**config.mk**
```make
export PLATFORM = sky130hd
export DESIGN_NAME = anp_regs
export DESIGN_NICKNAME = d
export VERILOG_FILES = /design/src/verilog/anp_pkg.sv /design/src/verilog/anp_mdio_slave.sv /design/src/verilog/anp_lh_flag.sv /design/src/verilog/anp_regs.sv
export VERILOG_INCLUDE_DIRS = /design/src /design/src/verilog
export SDC_FILE = /design/constraint.sdc
export NUM_CORES = 1
export LEC_CHECK = 0
export ABC_AREA = 1
export BUFFER_PORTS_ARGS = -buffer_cell sky130_fd_sc_hd__buf_2
export CORE_ASPECT_RATIO = 1.2
export CORE_MARGIN = 2
export CORE_UTILIZATION = 40
export CTS_BUF_LIST = sky130_fd_sc_hd__clkbuf_2
export DETAILED_ROUTE_END_ITERATION = 8
export HOLD_SLACK_MARGIN = 0.08
export PLACE_DENSITY_LB_ADDON = 0.2
export SLEW_MARGIN = 10
export SYNTH_ARGS = -nofsm -noshare
export SYNTH_HDL_FRONTEND = slang
export SYNTH_SLANG_ARGS = --single-unit
```
**constraint.sdc**
```tcl
create_clock -name clock_in -period 2.9 [get_ports clock_in]
set_input_delay 0.435 -clock clock_in [delete_from_list [all_inputs] [get_ports clock_in]]
set_output_delay 0.435 -clock clock_in [all_outputs]
set_load 0.02 [all_outputs]
```
**src/verilog/anp_cfg.svh**
```systemverilog
// register indices, field positions, reset values and frame counts
`ifndef ANP_CFG_SVH
`define ANP_CFG_SVH

`define ANP_IDX_LP_BASE 5'h05
`define ANP_IDX_EXP 5'h06
`define ANP_IDX_NP_TX 5'h07
`define ANP_IDX_NP_RX 5'h08

`define ANP_EXP_LP_AN_ABLE 0
`define ANP_EXP_PAGE_RX 1
`define ANP_EXP_NP_ABLE 2
`define ANP_EXP_LP_NP_ABLE 3
`define ANP_EXP_PD_FAULT 4
`define ANP_EXP_NP_LOC 5
`define ANP_EXP_NP_LOC_ABLE 6

`define ANP_NP_TX_RST 16'h2001
`define ANP_NP_TX_WMASK 16'hB7FF
`define ANP_NP_RX_RST 16'h0000
`define ANP_EXP_RSVD 9'h000

`define ANP_PRE_ONES 6'h20
`define ANP_HDR_LAST 6'h0C
`define ANP_DATA_LAST 6'h0F

`define ANP_OP_READ 2'h2
`define ANP_OP_WRITE 2'h1

`endif

```
**src/verilog/anp_pkg.sv**
```systemverilog
// types shared by the next page register block
`default_nettype none
package anp_pkg;

  typedef struct packed {
    logic next_page;
    logic ack;
    logic msg_page;
    logic ack2;
    logic toggle;
    logic [10:0] code;
  } anp_page_s;

  typedef struct packed {
    logic pd_fault;
    logic page_rx;
    logic lp_np_able;
    logic lp_an_able;
    logic tx_toggle;
    anp_page_s rx_page;
    logic [15:0] lp_base;
  } anp_an_s;

  typedef struct packed {
    logic rd;
    logic wr;
    logic [4:0] idx;
    logic [15:0] data;
  } anp_mgmt_s;

  typedef enum logic [4:0] {
    ST_PRE = 5'h01,
    ST_HDR = 5'h02,
    ST_TA = 5'h04,
    ST_RDAT = 5'h08,
    ST_WDAT = 5'h10
  } anp_mdio_e;

endpackage
`default_nettype wire

```
**src/verilog/anp_mdio_slave.sv**
```systemverilog
// serial management frame slave: decodes reads and writes
`timescale 1ns/100ps
`default_nettype none
`include "anp_cfg.svh"
module anp_mdio_slave (
  // clock and reset
  input wire logic clock_in,
  input wire logic rst_n_in,
  // management pins
  input wire logic [4:0] phy_addr_in,
  input wire logic mdc_in,
  input wire logic mdio_in,
  output logic mdio_out,
  output logic mdio_oe_out,
  // register side
  input wire logic [15:0] rd_data_in,
  output anp_pkg::anp_mgmt_s mgmt_out
);
  anp_pkg::anp_mdio_e state_q;
  logic mdc_q;
  logic [5:0] cnt_q;
  logic [15:0] sh_q;
  logic [4:0] idx_q;
  logic rd_q;
  logic rd_stb_q;
  logic wr_stb_q;
  logic mdio_o_q;
  logic oe_q;
  wire mdc_rise;
  wire [12:0] hdr;
  wire hdr_ok;
  wire hdr_rd;
  wire hdr_wr;

  assign mdc_rise = mdc_in & ~mdc_q;
  assign hdr = {sh_q[11:0], mdio_in};
  assign hdr_ok = hdr[12] & (hdr[9:5] == phy_addr_in);
  assign hdr_rd = hdr_ok & (hdr[11:10] == `ANP_OP_READ);
  assign hdr_wr = hdr_ok & (hdr[11:10] == `ANP_OP_WRITE);
  assign mdio_out = mdio_o_q;
  assign mdio_oe_out = oe_q;
  assign mgmt_out = '{rd: rd_stb_q, wr: wr_stb_q, idx: idx_q, data: sh_q};

  always_ff @(posedge clock_in) begin
    if (!rst_n_in) begin
      state_q <= anp_pkg::ST_PRE;
      // held high so a high mdc at release is no rise
      mdc_q <= 1'b1;
      cnt_q <= 6'h00;
      sh_q <= 16'h0000;
      idx_q <= 5'h00;
      rd_q <= 1'b0;
      rd_stb_q <= 1'b0;
      wr_stb_q <= 1'b0;
      mdio_o_q <= 1'b0;
      oe_q <= 1'b0;
    end else begin
      mdc_q <= mdc_in;
      rd_stb_q <= 1'b0;
      wr_stb_q <= 1'b0;
      if (rd_stb_q) begin
        sh_q <= rd_data_in;
      end
      if (mdc_rise) begin
        case (state_q)
          anp_pkg::ST_PRE: begin
            if (mdio_in) begin
              if (cnt_q != `ANP_PRE_ONES) begin
                cnt_q <= cnt_q + 6'h01;
              end
            end else if (cnt_q == `ANP_PRE_ONES) begin
              state_q <= anp_pkg::ST_HDR;
              cnt_q <= 6'h00;
            end else begin
              cnt_q <= 6'h00;
            end
          end
          anp_pkg::ST_HDR: begin
            sh_q <= {sh_q[14:0], mdio_in};
            if (cnt_q == `ANP_HDR_LAST) begin
              cnt_q <= 6'h00;
              idx_q <= hdr[4:0];
              rd_q <= hdr_rd;
              rd_stb_q <= hdr_rd;
              state_q <= (hdr_rd | hdr_wr) ? anp_pkg::ST_TA
                                           : anp_pkg::ST_PRE;
            end else begin
              cnt_q <= cnt_q + 6'h01;
            end
          end
          anp_pkg::ST_TA: begin
            if (cnt_q == 6'h00) begin
              cnt_q <= 6'h01;
              oe_q <= rd_q;
              mdio_o_q <= 1'b0;
            end else begin
              cnt_q <= 6'h00;
              if (rd_q) begin
                mdio_o_q <= sh_q[15];
                sh_q <= {sh_q[14:0], 1'b0};
                state_q <= anp_pkg::ST_RDAT;
              end else begin
                state_q <= anp_pkg::ST_WDAT;
              end
            end
          end
          anp_pkg::ST_RDAT: begin
            if (cnt_q == `ANP_DATA_LAST) begin
              oe_q <= 1'b0;
              mdio_o_q <= 1'b0;
              cnt_q <= 6'h00;
              state_q <= anp_pkg::ST_PRE;
            end else begin
              mdio_o_q <= sh_q[15];
              sh_q <= {sh_q[14:0], 1'b0};
              cnt_q <= cnt_q + 6'h01;
            end
          end
          anp_pkg::ST_WDAT: begin
            sh_q <= {sh_q[14:0], mdio_in};
            if (cnt_q == `ANP_DATA_LAST) begin
              wr_stb_q <= 1'b1;
              cnt_q <= 6'h00;
              state_q <= anp_pkg::ST_PRE;
            end else begin
              cnt_q <= cnt_q + 6'h01;
            end
          end
          default: begin
            state_q <= anp_pkg::ST_PRE;
            cnt_q <= 6'h00;
            oe_q <= 1'b0;
          end
        endcase
      end
    end
  end
endmodule // anp_mdio_slave
`default_nettype wire

```
**src/verilog/anp_lh_flag.sv**
```systemverilog
// latched-high status flag, set wins over the read clear
`timescale 1ns/100ps
`default_nettype none
module anp_lh_flag (
  // clock and reset
  input wire logic clock_in,
  input wire logic rst_n_in,
  // event and clear
  input wire logic set_in,
  input wire logic clr_in,
  // flag
  output logic flag_out
);
  logic flag_q;
  logic flag_d;

  assign flag_d = set_in | (flag_q & ~clr_in);
  assign flag_out = flag_q;

  always_ff @(posedge clock_in) begin
    if (!rst_n_in) begin
      flag_q <= 1'b0;
    end else begin
      flag_q <= flag_d;
    end
  end
endmodule // anp_lh_flag
`default_nettype wire

```
**src/verilog/anp_regs.sv**
```systemverilog
// auto-negotiation expansion and next page registers behind the mgmt pins
`timescale 1ns/100ps
`default_nettype none
`include "anp_cfg.svh"
module anp_regs (
  // clock and reset
  input wire logic clock_in,
  input wire logic rst_n_in,
  // management pins
  input wire logic [4:0] phy_addr_in,
  input wire logic mdc_in,
  input wire logic mdio_in,
  output logic mdio_out,
  output logic mdio_oe_out,
  // auto-negotiation engine side
  input wire anp_pkg::anp_an_s an_in,
  output anp_pkg::anp_page_s np_tx_out,
  output logic np_tx_loaded_out
);
  anp_pkg::anp_mgmt_s mgmt;
  logic [15:0] np_tx_q;
  logic [15:0] np_tx_d;
  anp_pkg::anp_page_s np_rx_q;
  logic [1:0] lh_flags;
  wire [1:0] lh_set;
  wire rd_exp;
  wire wr_np_tx;
  wire [15:0] exp_val;
  wire [15:0] np_tx_val;
  wire [15:0] rd_data;

  function automatic logic hit(input logic [4:0] idx,
                               input logic [4:0] want);
    hit = (idx == want);
  endfunction

  anp_mdio_slave u_mdio (
    .clock_in(clock_in),
    .rst_n_in(rst_n_in),
    .phy_addr_in(phy_addr_in),
    .mdc_in(mdc_in),
    .mdio_in(mdio_in),
    .mdio_out(mdio_out),
    .mdio_oe_out(mdio_oe_out),
    .rd_data_in(rd_data),
    .mgmt_out(mgmt)
  );

  // latched-high flags, cleared by a read of the expansion register
  assign rd_exp = mgmt.rd & hit(mgmt.idx, `ANP_IDX_EXP);
  assign lh_set = {an_in.pd_fault, an_in.page_rx};

  genvar gi;
  generate
    for (gi = 0; gi < 2; gi = gi + 1) begin : g_lh
      anp_lh_flag u_flag (
        .clock_in(clock_in),
        .rst_n_in(rst_n_in),
        .set_in(lh_set[gi]),
        .clr_in(rd_exp),
        .flag_out(lh_flags[gi])
      );
    end
  endgenerate

  // expansion register image
  assign exp_val = {`ANP_EXP_RSVD,
                    1'b1,
                    1'b1,
                    lh_flags[1],
                    an_in.lp_np_able,
                    1'b1,
                    lh_flags[0],
                    an_in.lp_an_able};

  // transmit page: only writable bits take write data
  assign wr_np_tx = mgmt.wr & hit(mgmt.idx, `ANP_IDX_NP_TX);
  assign np_tx_d = (mgmt.data & `ANP_NP_TX_WMASK)
                 | (np_tx_q & ~`ANP_NP_TX_WMASK);
  assign np_tx_val = {np_tx_q[15:12], an_in.tx_toggle, np_tx_q[10:0]};
  assign np_tx_out = anp_pkg::anp_page_s'(np_tx_val);

  always_ff @(posedge clock_in) begin
    if (!rst_n_in) begin
      np_tx_q <= `ANP_NP_TX_RST;
      np_tx_loaded_out <= 1'b0;
    end else begin
      np_tx_loaded_out <= wr_np_tx;
      if (wr_np_tx) begin
        np_tx_q <= np_tx_d;
      end
    end
  end

  // receive page captured from each page the partner delivers
  always_ff @(posedge clock_in) begin
    if (!rst_n_in) begin
      np_rx_q <= anp_pkg::anp_page_s'(`ANP_NP_RX_RST);
    end else if (an_in.page_rx) begin
      np_rx_q <= an_in.rx_page;
    end
  end

  // read selection, unmapped indices read zero
  assign rd_data = hit(mgmt.idx, `ANP_IDX_LP_BASE) ? an_in.lp_base :
                   hit(mgmt.idx, `ANP_IDX_EXP) ? exp_val :
                   hit(mgmt.idx, `ANP_IDX_NP_TX) ? np_tx_val :
                   hit(mgmt.idx, `ANP_IDX_NP_RX) ? np_rx_q :
                   16'h0000;
endmodule // anp_regs
`default_nettype wire

```
==> results.cfg <==
[synthesis]
synth_top_cell_by_area = dfxtp_1
synthesis.area_um2 = 3890
synth_cells = 584
async_flop_share_pct = 0
syn_nets = 632
synth-main-ff-cell = dfxtp_1
avgSynthCellArea_um2 = 6.67
yosysWarnings = 0
synth_area_leaders = dfxtp_1, nand2_1, inv_1
ys_seq_area_share_pct = 36.5
yosysUniqueCellTypes = 33
synth.most_common_cell = nand2_1
synth_top_area_share_pct = 36.5
yosys-top-cells-count = nand2_1, inv_1, dfxtp_1, o21ai_0
synth_seq_cells = 71
synth_edf_count = 0

[setup_path]
worstPathArrival_ps = 2440
critPathRequiredTime_ps = 3340
start_kind = flip-flop
cp_max_fo = 11
crit_path_max_incr_delay_ps = 510
crit_family = simple AND/OR/NAND/NOR gates
cp_slowest_cell = nor2_1
crit_chain = nor2_1 > nand3_1 > or2_2 > nand2_1 > nand2_1 > nand3_1 > a21oi_1
cp_num_buf_inv = 0
critPathKind = flip-flop to flip-flop
end_kind = flip-flop

[timing]
slew_headroom_pct = 55.3
fin_setup_tns_ps = 0
skew_ps = 17.0
final_hold_viol_count = 0
rsz0062_at_grt = no
slew_viol_final = 0
setup_viol_count_final = 0
fin_crit_sh_pct = 69.0
fin_crit_ps = 2000
worst_slew_pin_slew_ps = 670
fmax_ghz = 0.500

[global_routing]
overflow = 0
grt_pass1_wl_um = 16800
antenna_found_initial = 0
grt_max_degree = 44
grt_pass1_vias = 3586
grt_use_total_pct = 20.2

[pwr]
switchingPower_uw = 436
power.total_mw = 1.68
powerDensity_nw_per_um2 = 384
p_leak_nw = 1.93
clkPwrFrac_pct = 33.0
ir_drop_uv = 190
p_int_mw = 1.24
combPwrFrac_pct = 7.2
pwr-share-seq_pct = 59.9
switching_share_pct = 26.0

[route]
post_drt_via_cell_ratio = 5.04
drc_errors = 0
dr.pass1.iters = 5
vias = 3864
drt-initial-drc-count = 181
routedWlPerCell_um = 13.8
ant_nets = 0
wirelength_um = 10600

[finish]
fillers = 1019
diodes = 0
drive_above_1_share_pct = 21.7
area_growth_pct = 12.2
nets = 687

[clocking]
ctsResizeCount = 0
clockBufferDepth = 2
clockRootBuffer = clkbuf_2
cts_buffers = 9
clkSlewWorstSetupHoldPaths_ps = 200
clk_latency_ps = 520
cts_tree = yes
h-tree-depth = 3
cts.sinks = 71

[placement]
post-dp-hpwl_um = 7740
io_buffers = 63
gp_congestion = 0.895

[run]
maxCapViolCount = 0

[floorplanning]
dieArea_um2 = 10500
die_x_um = 94.1
start_util_pct = 40.9
io_pins = 65
fp.coreArea_um2 = 9520
rows = 39
die_h_um = 112

[worst_hold_path]
min_path_type = input pin to flip-flop

[outcome]
status = finished, final reports clean
worst min-delay path, cell delays in order:
cell and delay [ps]:
buf_2 80, nor2_1 40, nor2_1 80
final timing paths:
kind                   startpoint             end  slack, ps  cells after the start
setup / recovery  u_mdio.idx_q[4]  u_mdio.sh_q[0]        900                      7
setup reg to reg  u_mdio.idx_q[4]  u_mdio.sh_q[0]        900                      7
hold / removal          an_in[18]      np_rx_q[2]        130                      3
hold reg to reg       np_rx_q[15]     np_rx_q[15]        470                      2
power by group through the flow:
| stage | Clock [mW] | Combinational [mW] | Sequential, mW |
|---|---|---|---|
| 2_1_floorplan | 0 | 0.0694 | 1.02 |
| 3_3_place_gp | 0 | 0.116 | 1.02 |
| 3_5_place_dp | 0 | 0.117 | 1.02 |
| 4_1_cts | 0.575 | 0.120 | 1.00 |
| 5_1_grt | 0.613 | 0.133 | 1.01 |
| 6_report | 0.553 | 0.120 | 1.00 |
layout make-up:
cell class	count	area [µm²]	share of cell area, %
clock buffers	11	55.1	1.26
clock inverters	5	48.8	1.12
inverters	80	300	6.87
multi-input cells	409	2030	46.6
flip-flops and latches	71	1420	32.5
well taps	123	154	3.52
repair buffers	68	355	8.13
cells by family (layout without fill, tap and decap cells):
family          after synthesis  in the layout  share of synthesized area [%]
other cells                   1              1                         0.0963
xor+xnor                      2              2                          0.450
simple gates                289            289                           35.1
buf+inv                     104            164                           11.3
flops                        71             71                           36.5
compound gates              115            115                           15.9
fa+ha+maj                     2              2                          0.642
metrics by stage:
step           hold WS [ps]  utilization [%]  worst slack, ps  area, µm²  std cells
3_3_place_gp            450             44.7              983       4260        750
4_1_cts                91.5             45.9              936       4370        767
6_report                130             45.9              898       4370        767
2_1_floorplan           425                -             1390       3890        584
3_5_place_dp            446             44.7              960       4260        750
5_1_grt                 102             45.9              748       4370        767
layout by cell type, fill, tap and decap left out, types with 4 or more instances in the layout:
cell      instances
nand2_1         135
inv_1            73
dfxtp_1          71
buf_2            63
o21ai_0          51
nand3_1          50
a21oi_1          50
nor2_1           43
nand4_1          13
nor2_2           11
clkbuf_2         11
or2_2            10
nand3_2           9
a21oi_2           7
inv_2             6
nor2_4            5
nand2_2           5
nor3_1            5
buf_4             4
repair_timing:
action | in CTS | in global routing
buffers inserted | 0 | 0
hold buffers | 1 | 0
endpoints found under the hold margin | 1 | 0
flip-flops by register name, indices dropped and copies added, names as in the netlist, 2 cells and up:
name	count
np_rx_q	16
u_mdio.cnt_q	6
u_mdio.sh_q	16
u_mdio.idx_q	5
g_lh.u_flag.flag_out	2
np_tx_q	14
u_mdio.state_q	5
metal layers:
layer  global-route usage (%)  routed length [µm]  vias up
met5                        0                   0        -
met4                     8.41                 233        0
met3                     2.28                 361       18
met2                     35.1                5200       80
met1                     25.2                4770     1778
li1                         -                   -     1988
Power figures use the tool's default switching activity.
